### config.mk
export PLATFORM = sky130hd
export DESIGN_NAME = uart_rx_input_pin_select
export DESIGN_NICKNAME = d
export VERILOG_FILES = /design/src/core/rx_pin_sel_pkg.sv /design/src/core/rx_route_if.sv /design/src/core/rx_pin_mux.sv /design/src/core/uart_rx_input_pin_select.sv
export SDC_FILE = /design/constraint.sdc
export NUM_CORES = 1
export LEC_CHECK = 0
export ABC_AREA = 1
export BUFFER_PORTS_ARGS = -buffer_cell sky130_fd_sc_hd__buf_2
export CAP_MARGIN = 30
export CORE_UTILIZATION = 39
export DETAILED_ROUTE_END_ITERATION = 6
export PLACE_DENSITY = 0.66
export SETUP_SLACK_MARGIN = 0.1
export SLEW_MARGIN = 0
export SYNTH_ARGS = -nofsm -noshare
export SYNTH_HDL_FRONTEND = slang
export SYNTH_SLANG_ARGS = --single-unit
export TNS_END_PERCENT = 1
### constraint.sdc
create_clock -name core_clk -period 1.8 [get_ports core_clk]
set_input_delay 0.18 -clock core_clk [delete_from_list [all_inputs] [get_ports core_clk]]
set_output_delay 0.18 -clock core_clk [all_outputs]
set_load 0.005 [all_outputs]
### src/core/rx_pin_sel_pkg.sv
// Constants shared by the receive pin selection block.
`default_nettype none
package rx_pin_sel_pkg;
    localparam int ADDR_W = 12;
    localparam logic [11:0] UART1_SEL_OFFSET = 12'h000;
    localparam logic [11:0] UART2_SEL_OFFSET = 12'h004;
    localparam int SEL_W = 7;
    localparam int SEL_LSB = 0;
    localparam int REG_W = 16;
    localparam logic [6:0] SEL_RESET = 7'h00;
    localparam logic [6:0] SEL_GROUND = 7'h00;
    localparam logic [6:0] SEL_MAX_PIN = 7'h79;
    localparam int PIN_COUNT = 122;
    localparam int UART_COUNT = 2;
    localparam logic [1:0] HTRANS_NONSEQ = 2'h2;
    localparam logic [1:0] HTRANS_SEQ = 2'h3;
    localparam logic HRESP_OKAY = 1'b0;
endpackage
`default_nettype wire

### src/core/rx_route_if.sv
// Carrier between the register file and one receive-input multiplexer.
`default_nettype none
interface rx_route_if;
    logic [6:0] code;
    logic rx;
    modport ctrl (output code, input rx);
    modport mux (input code, output rx);
endinterface
`default_nettype wire

### src/core/rx_pin_mux.sv
// One receive-input multiplexer: routes a selected remappable pin or ground.
`default_nettype none
module rx_pin_mux #(
    parameter int PIN_COUNT = rx_pin_sel_pkg::PIN_COUNT
) (
    // Clock and reset.
    input wire logic core_clk,
    input wire logic rstn,
    // Synchronised pins, index equals the selection code.
    input wire logic [PIN_COUNT-1:0] pin_sync,
    // Selection code in, routed level out.
    rx_route_if.mux route
);
    logic rx_q;
    logic rx_d;

    always_comb begin
        rx_d = 1'b0;
        if (route.code == rx_pin_sel_pkg::SEL_GROUND) begin
            rx_d = 1'b0;
        end else if (route.code <= rx_pin_sel_pkg::SEL_MAX_PIN) begin
            // Code 121 lands on pin 121, the highest one.
            rx_d = pin_sync[route.code];
        end
    end

    always_ff @(posedge core_clk or negedge rstn) begin
        if (!rstn) begin
            rx_q <= 1'b0;
        end else begin
            rx_q <= rx_d;
        end
    end

    assign route.rx = rx_q;
endmodule
`default_nettype wire

### src/core/uart_rx_input_pin_select.sv
// Receive pin selection for two UARTs with an AHB-Lite register slave.
`default_nettype none
module uart_rx_input_pin_select #(
    parameter int PIN_COUNT = rx_pin_sel_pkg::PIN_COUNT
) (
    // Clock and reset.
    input wire logic core_clk,
    input wire logic rstn,
    // AHB-Lite slave.
    input wire logic hsel,
    input wire logic [11:0] haddr,
    input wire logic [1:0] htrans,
    input wire logic hwrite,
    input wire logic [2:0] hsize,
    input wire logic [31:0] hwdata,
    input wire logic hready,
    output logic hreadyout,
    output logic hresp,
    output logic [31:0] hrdata,
    // Remappable pins, index n is pin n; index 0 is unused.
    input wire logic [PIN_COUNT-1:0] remappable_pin_n,
    // Routed receive inputs.
    output logic first_uart_receive_input,
    output logic second_uart_receive_input
);
    ////////////////////////////////////////////////////////////////////////////
    // Pin synchronisers.
    // Every pin crosses into the core clock through two flops; only the second is read.
    // Both flops reset low, the same level that a grounded receive input shows.
    logic [PIN_COUNT-1:0] pin_meta_q;
    logic [PIN_COUNT-1:0] pin_meta_d;
    logic [PIN_COUNT-1:0] pin_sync_q;
    logic [PIN_COUNT-1:0] pin_sync_d;

    always_comb begin
        pin_meta_d = remappable_pin_n;
        pin_sync_d = pin_meta_q;
    end

    always_ff @(posedge core_clk or negedge rstn) begin
        if (!rstn) begin
            pin_meta_q <= '0;
            pin_sync_q <= '0;
        end else begin
            pin_meta_q <= pin_meta_d;
            pin_sync_q <= pin_sync_d;
        end
    end

    ////////////////////////////////////////////////////////////////////////////
    // AHB-Lite address phase capture.
    logic wr_pend_q;
    logic wr_pend_d;
    logic [11:0] wr_addr_q;
    logic [11:0] wr_addr_d;
    logic addr_valid;

    // The address phase is captured only while hready is high, so a stalled
    // bus keeps the pending write and its address until the stall ends. Both
    // NONSEQ and SEQ carry bit 1 of htrans set and start a transfer.
    assign addr_valid = hsel && hready && htrans[1];

    always_comb begin
        wr_pend_d = wr_pend_q;
        wr_addr_d = wr_addr_q;
        if (hready) begin
            wr_pend_d = addr_valid && hwrite;
            wr_addr_d = haddr;
        end
    end

    always_ff @(posedge core_clk or negedge rstn) begin
        if (!rstn) begin
            wr_pend_q <= 1'b0;
            wr_addr_q <= 12'h000;
        end else begin
            wr_pend_q <= wr_pend_d;
            wr_addr_q <= wr_addr_d;
        end
    end

    ////////////////////////////////////////////////////////////////////////////
    // Register decode.
    logic wr_addr_is_sel1;
    logic wr_addr_is_sel2;
    logic addr_is_sel1;
    logic addr_is_sel2;
    logic wr_hit1;
    logic wr_hit2;
    logic rd_take;
    logic rd_hit1;
    logic rd_hit2;

    // Only word address bits take part; the byte lane bits are ignored.
    assign wr_addr_is_sel1 = wr_addr_q[11:2] == rx_pin_sel_pkg::UART1_SEL_OFFSET[11:2];
    assign wr_addr_is_sel2 = wr_addr_q[11:2] == rx_pin_sel_pkg::UART2_SEL_OFFSET[11:2];
    assign addr_is_sel1 = haddr[11:2] == rx_pin_sel_pkg::UART1_SEL_OFFSET[11:2];
    assign addr_is_sel2 = haddr[11:2] == rx_pin_sel_pkg::UART2_SEL_OFFSET[11:2];

    // A write lands in its data phase, so it decodes the address captured one
    // cycle before; a read decodes the live address phase.
    assign wr_hit1 = wr_pend_q && wr_addr_is_sel1;
    assign wr_hit2 = wr_pend_q && wr_addr_is_sel2;
    assign rd_take = hready && addr_valid && !hwrite;
    assign rd_hit1 = rd_take && addr_is_sel1;
    assign rd_hit2 = rd_take && addr_is_sel2;

    ////////////////////////////////////////////////////////////////////////////
    // Selection registers.
    logic [6:0] uart1_rx_pin_selection_q;
    logic [6:0] uart1_rx_pin_selection_d;
    logic [6:0] uart2_rx_pin_selection_q;
    logic [6:0] uart2_rx_pin_selection_d;

    always_comb begin
        uart1_rx_pin_selection_d = uart1_rx_pin_selection_q;
        uart2_rx_pin_selection_d = uart2_rx_pin_selection_q;
        // Only the low seven bits are stored; bits 31..7 are dropped.
        // Any seven-bit code is kept; the multiplexer grounds codes with no pin.
        if (wr_hit1) begin
            uart1_rx_pin_selection_d = hwdata[6:0];
        end
        if (wr_hit2) begin
            uart2_rx_pin_selection_d = hwdata[6:0];
        end
    end

    always_ff @(posedge core_clk or negedge rstn) begin
        if (!rstn) begin
            uart1_rx_pin_selection_q <= rx_pin_sel_pkg::SEL_RESET;
            uart2_rx_pin_selection_q <= rx_pin_sel_pkg::SEL_RESET;
        end else begin
            uart1_rx_pin_selection_q <= uart1_rx_pin_selection_d;
            uart2_rx_pin_selection_q <= uart2_rx_pin_selection_d;
        end
    end

    ////////////////////////////////////////////////////////////////////////////
    // Read data, built from next values so a write just ahead is seen.
    logic [31:0] rdata_q;
    logic [31:0] rdata_d;
    logic [31:0] rd_field1;
    logic [31:0] rd_field2;

    // Unimplemented upper bits are zero-filled here and nowhere else.
    assign rd_field1 = {25'h0000000, uart1_rx_pin_selection_d};
    assign rd_field2 = {25'h0000000, uart2_rx_pin_selection_d};

    // Outside a read the data bus returns to zero while hready is high; a stall holds the last value.
    always_comb begin
        rdata_d = rdata_q;
        if (hready) begin
            rdata_d = 32'h0000_0000;
            if (rd_hit1) begin
                rdata_d = rd_field1;
            end
            if (rd_hit2) begin
                rdata_d = rd_field2;
            end
        end
    end

    always_ff @(posedge core_clk or negedge rstn) begin
        if (!rstn) begin
            rdata_q <= 32'h0000_0000;
        end else begin
            rdata_q <= rdata_d;
        end
    end

    assign hrdata = rdata_q;

    ////////////////////////////////////////////////////////////////////////////
    // Bus response.
    // Every register is a flop that answers in one cycle, so the slave never
    // stretches a data phase and never signals an error, even for an unmapped
    // address.
    assign hreadyout = 1'b1;
    assign hresp = rx_pin_sel_pkg::HRESP_OKAY;

    ////////////////////////////////////////////////////////////////////////////
    // Receive-input multiplexers, one per UART.
    // A pin edge reaches a receive output after three rising edges: two
    // synchroniser flops and the output flop inside the multiplexer. A new
    // selection takes effect one edge after the write commits.
    logic [6:0] sel_code [rx_pin_sel_pkg::UART_COUNT];
    logic [rx_pin_sel_pkg::UART_COUNT-1:0] rx_out;

    assign sel_code[0] = uart1_rx_pin_selection_q;
    assign sel_code[1] = uart2_rx_pin_selection_q;

    for (genvar u = 0; u < rx_pin_sel_pkg::UART_COUNT; u++) begin : g_uart
        rx_route_if route ();
        assign route.code = sel_code[u];
        assign rx_out[u] = route.rx;
        rx_pin_mux #(
            .PIN_COUNT(PIN_COUNT)
        ) u_mux (
            .core_clk(core_clk),
            .rstn(rstn),
            .pin_sync(pin_sync_q),
            .route(route)
        );
    end

    assign first_uart_receive_input = rx_out[0];
    assign second_uart_receive_input = rx_out[1];
endmodule
`default_nettype wire

======== Word-level counts from Yosys, hierarchy flattened ========
Cells that the tools add are included.
operators by class
  divide/modulo/power cells ............... 0
  multiply operators ...................... 0
  $lt $le $gt $ge ......................... 4
  $add $sub $neg .......................... 0
  reductions and logical operators ........ 14
  muxes and demuxes ....................... 12
  bitwise operators ....................... 0
  equality and inequality tests ........... 2
  shift operators ......................... 0
operators by type and width
  kind                 count
  $mux 7               4
  $eq 10x1->1 const B  2
  $logic_not 10->1     2
  $lt 7x8->1 const B   2
  $bmux 1 s7           2
  $le 7x7->1 const B   2
  $logic_not 7->1      2
  $logic_and 1x1->1    9
  $mux 1               6
  $logic_not 1->1      1
word-level totals
  logic and storage cells ................. 41
  memories ................................ 0
  memory bits (read-only) ................. 0
  output and inout port bits .............. 36
  memory bits (writable) .................. 0
  latch bits .............................. 0
  register bits after elaboration ......... 305
  input port bits ......................... 176

======== Logic depth before layout (Yosys ltp) ========
  word-level depth ........................ 7
  mapped depth ............................ 17
  mapped depth without buffers ............ 15

======== Modules after synthesis ========
A second synthesis with hierarchy kept.
second synthesis, totals
  cells, all modules ...................... 1160
  area, all modules ....................... 10846.7 um2
by module, submodules not included
  module                    sequential area each (um2)  area an instance (um2)  times used  cells an instance
  uart_rx_input_pin_select  6906.6                      7873.8                  1           464
  rx_pin_mux                25.0                        1486.4                  2           348

======== Least setup slack after synthesis ========
No wires, ideal clock.
  path kind ............................... register to register
  start point ............................. reg uart2_rx_pin_selection_q[0], in the netlist g_uart[1].route.code[0]
  end point ............................... reg g_uart[1].u_mux.rx_q
  stages on the path, launching flop included .. 12
  path buffers ............................ 3
  required time ........................... 1683 ps
  slack ................................... 371 ps
  clock period less this slack ............ 1429 ps
  data arrival time ....................... 1312 ps
  library setup time ...................... 117 ps
  cell sequence ........................... dfrtp_1 > buf_6 > buf_6 > buf_6 > o211ai_1 > nand3_1 > nand3_1 > nand3_1 > nand2_1 > nand2_1 > nor2_1 > nor2_1
between the ends
  word-level cells in the longest chain between the ends .. 4
  elaborated cells on any way between the ends .. 6
  classes of those cells .................. 1 x order compare; 4 x mux; 1 x reduce/logical
ends and longest elaborated chain
  item                            line                             text
  start, declared                 uart_rx_input_pin_select.sv:112  logic [6:0] uart2_rx_pin_selection_q;
  start signal, assigned          uart_rx_input_pin_select.sv:131  uart2_rx_pin_selection_q <= rx_pin_sel_pkg::SEL_RESET;
  start signal, assigned          uart_rx_input_pin_select.sv:134  uart2_rx_pin_selection_q <= uart2_rx_pin_selection_d;
  $bmux 1 s7                      rx_pin_mux.sv:23                 rx_d = pin_sync[route.code];
  $mux 1 (not written as such)    rx_pin_mux.sv:23
  $mux 1                          rx_pin_mux.sv:21                 end else if (route.code <= rx_pin_sel_pkg::SEL_MAX_PIN) begin
  $mux 1 *                        rx_pin_mux.sv:19                 if (route.code == rx_pin_sel_pkg::SEL_GROUND) begin
  named net g_uart[1].u_mux.rx_d  rx_pin_mux.sv:15                 logic rx_d;
  end signal, assigned            rx_pin_mux.sv:31                 rx_q <= rx_d;
  end, declared                   rx_pin_mux.sv:14                 logic rx_q;
Mark *: on every way through the listed nets, which the timed path passes. The rest lies on a longest branch. The select of a mux whose other input is x is not followed.
A chain may end at the register's enable or synchronous reset.

======== Final worst setup path ========
Same ends and word-level chain as after synthesis.

==> summary.txt <==
Drt
  – # DRC: 16
  – Vias: 8,401
  – DR pass1 iterations: 7
  – WL final: 28,000 um
  – Final antenna-violating net count: 0
  – DRT iter0 DRCs: 702
  – Wirelength per Cell: 15.8 um
  – Detailed-route vias per instance: 4.73

Worst hold path
  – Hold EP: wr_addr_q[4]
  – HP Start: hready
  – Worst hold stages: 4
  – Hold WC Path Type: primary input to register

Status
  – Failing checks: DRC
  – Status: finished, violations left

Placement
  – Final GP Congestion: 0.920
  – Port Buffers: 153
  – Post-DP Area: 11,800 um2
  – Pre-CTS setup slack: 0.0577 ns
  – HPWL after DPL: 17,400 um

Critical path
  – Slowest cell on crit path: dfrtp_2
  – CP Cell Sequence: buf_12 > nand2_8 > buf_12 > inv_8 > nand2_1 > nand3_1 > nor2_1 > nor2_1 > nor2_1 > nand2_1 > nor2_1 > nor2_1
  – Arrival @ worst endpoint: 2.11 ns
  – Worst Path Buf+Inv: 3
  – Worst endpoint required time: 2.22 ns
  – CP startpoint kind: register
  – Critical path fanouts, max: 9
  – Total number of cells along the worst setup path: 12
  – Setup CP Type: register to register
  – R2R Path Start: g_uart[1].route.code[0]
  – Worst R2R End: g_uart[1].u_mux.route.rx
  – Reg2reg path depth: 12
  – Crit-path max cell delay: 0.49 ns
  – Element type at the critical path end: register
  – Worst R2R Setup Slack: 0.11 ns
  – Top delay family on crit path: simple AND/OR/NAND/NOR gates
  – Crit path top cell by count: nor2_1

Final layout
  – Final #Nets: 1,598
  – Register area: 6960 um2
  – Antenna Diode Count: 0
  – Area delta synth->final: 37.5%
  – Final core occ: 55.2%
  – Final Instance Area: 14,500 um2
  – Filler cells: 2,214
  – Multi-input combinational cell area: 2840 um2
  – Share of layout cells above drive strength 1: 19.6%

Global routing
  – GR Util All Layers: 20.4%
  – Vias in the first global route: 8,579
  – Largest net degree at the start of global routing: 59
  – Grt total ovfl: 0
  – Global-route wire length before repair: 44,400 um
  – Initial antenna violation count: 0

Logic synthesis
  – Mux contribution to synthesized area: 0%
  – Post-synthesis adder-cell area fraction: 0%
  – Synth Instances: 1,082
  – Avg Synthesized Cell Area: 9.75 um2
  – Synth Area in XOR/XNOR: 0%
  – Distinct cells, synth: 26
  – Post-synthesis compound-gate area fraction: 3.32%
  – Post-synthesis sequential area ratio: 65.9%
  – Synth warn: 0
  – Synth Area in Simple Gates: 22.1%
  – Largest family of logic cells by synthesized area: simple AND/OR/NAND/NOR gates
  – Mapped Area: 10,600 um2
  – FF+latch count, synth: 278

Timing
  – Count of pins over their slew limit: 0
  – Hold_ws: 0.0626 ns
  – Worst-Margin Slew: 0.520 ns
  – Slew headroom: 65.3%
  – Fin crit period: 1.69 ns
  – RSZ-0062 raised after global routing: yes
  – Final worst-path setup slack: 0.106 ns
  – Final setup fails: 0
  – Final setup skew: 0.0149 ns
  – Setup TNS: 0 ns
  – Fmax: 590 MHz
  – Fin. Hold Viols: 0
  – Tcrit/Tclk final: 94.1%

Run
  – Maxcap violations: 0

Floorplanning
  – # IOs: 212
  – Starting Density: 40.2%
  – DIE HEIGHT: 167 um
  – Rows: 59
  – Core area: 26,300 um2
  – Die ar.: 27,700 um2
  – Chip width: 167 um

Power
  – Worst IR drop on VDD: 0.896 mV
  – Leakage power: 7.40 nW
  – Power Density: 970 nW/um2

Clock tree
  – CTS Buf Count: 28
  – CTS tree: built
  – Deepest clock path buffer count: 3
  – Clk_lat worst skew: 0.54 ns
  – Clk root buf: clkbuf_16
  – Clk sinks: 278
  – Clock slew at reported path FFs: 0.06 ns
  – Htree depth: 1
## kinds of logic after synthesis
family          after synthesis
buf+inv                     176
simple gates                562
other cells                   2
compound gates               64
flops                       278
## registers in the layout, summed over array words and instances, names as in the netlist
name,flops
hrdata,7
pin_sync_q,122
pin_meta_q,122
wr_pend_q,1
wr_addr_q,10
g_uart.route.code,14
g_uart.u_mux.route.rx,2
## worst reg2reg max path, delay by kind of cell, from the launching register on
family / cells / cell delay (ns)
simple gates: 9 / 0.74
flops: 1 / 0.49
buf+inv: 3 / 0.34
## layout by cell type (no fill, tap or decap), types with 7 or more instances in the layout
| cell | count |
|---|---|
| buf_4 | 32 |
| buf_12 | 18 |
| dlygate4sd3_1 | 143 |
| nand3_1 | 111 |
| clkbuf_16 | 30 |
| nand2_1 | 381 |
| o211ai_1 | 12 |
| nand4_1 | 7 |
| conb_1 | 27 |
| a21oi_1 | 24 |
| o21ai_0 | 20 |
| inv_1 | 102 |
| nor2_1 | 38 |
| o21ai_1 | 8 |
| dfrtp_1 | 274 |
| buf_2 | 152 |
## worst max-delay path by stage
stage / to / start / slack [ns]
2_1_floorplan: g_uart[1].u_mux.route.rx / g_uart[1].route.code[0] / 0.37
3_3_place_gp: g_uart[1].u_mux.route.rx / g_uart[1].route.code[0] / 0.08
3_5_place_dp: g_uart[1].u_mux.route.rx / g_uart[1].route.code[0] / 0.06
4_1_cts: g_uart[1].u_mux.route.rx / g_uart[1].route.code[0] / 0.10
5_1_grt: g_uart[0].u_mux.route.rx / g_uart[0].route.code[0] / 0.02
6_report: g_uart[1].u_mux.route.rx / g_uart[1].route.code[0] / 0.11
## synth_stat cells, drive strengths merged
master | count | area (um2)
clkbuf | 2 | 7.51
nor3 | 5 | 30.0
a21oi | 24 | 120
conb | 2 | 7.51
or2 | 1 | 6.26
buf | 65 | 483
o211ai | 12 | 90.1
nor4 | 4 | 37.5
nand2 | 390 | 1480
inv | 108 | 418
o21ai | 28 | 140
nor2 | 40 | 155
dfrtp | 278 | 6960
nand4 | 7 | 43.8
nand3 | 115 | 576
clkinv | 1 | 3.75
## timing repair
| action | CTS | global route |
|---|---|---|
| hold buffers | 143 | 0 |
| pin swaps | 0 | 4 |
| resized for setup | 2 | 28 |
| gates cloned | 1 | 3 |
| endpoints found under the hold margin | 295 | 0 |
| buffers inserted | 1 | 9 |
| setup endpoints to repair | 1 | 3 |
## stage by stage
step                cells  power [mW]
floorplan            1107        7.40
global placement     1570        7.92
detailed placement   1570        7.94
CTS                  1764        14.1
global route         1776        14.7
finish               1776        14.1
## routing by layer
metal / wire length, um / up-vias / track usage, %
li1: - / 3980 / -
met1: 12000 / 3931 / 27.1
met2: 12900 / 411 / 33.3
met3: 1960 / 79 / 3.26
met4: 1120 / 0 / 8.37
met5: 0 / - / 0
## power by group
group | switching, mW | total, mW | internal (mW)
Combinational | 0.780 | 1.45 | 0.667
Clock | 2.36 | 5.89 | 3.54
Sequential | 0.156 | 6.72 | 6.57
## area by class of cell
cell class | instances | area share, %
Inverter | 109 | 2.99
Timing Repair Buffer | 350 | 19.9
Tap cell | 335 | 2.89
Clock inverter | 13 | 1.10
Timing Repair inverter | 2 | 0.138
Multi-Input combinational cell | 653 | 19.6
Sequential cell | 278 | 48.0
Clock buffer | 36 | 5.46
Power figures use the tool's default switching activity.
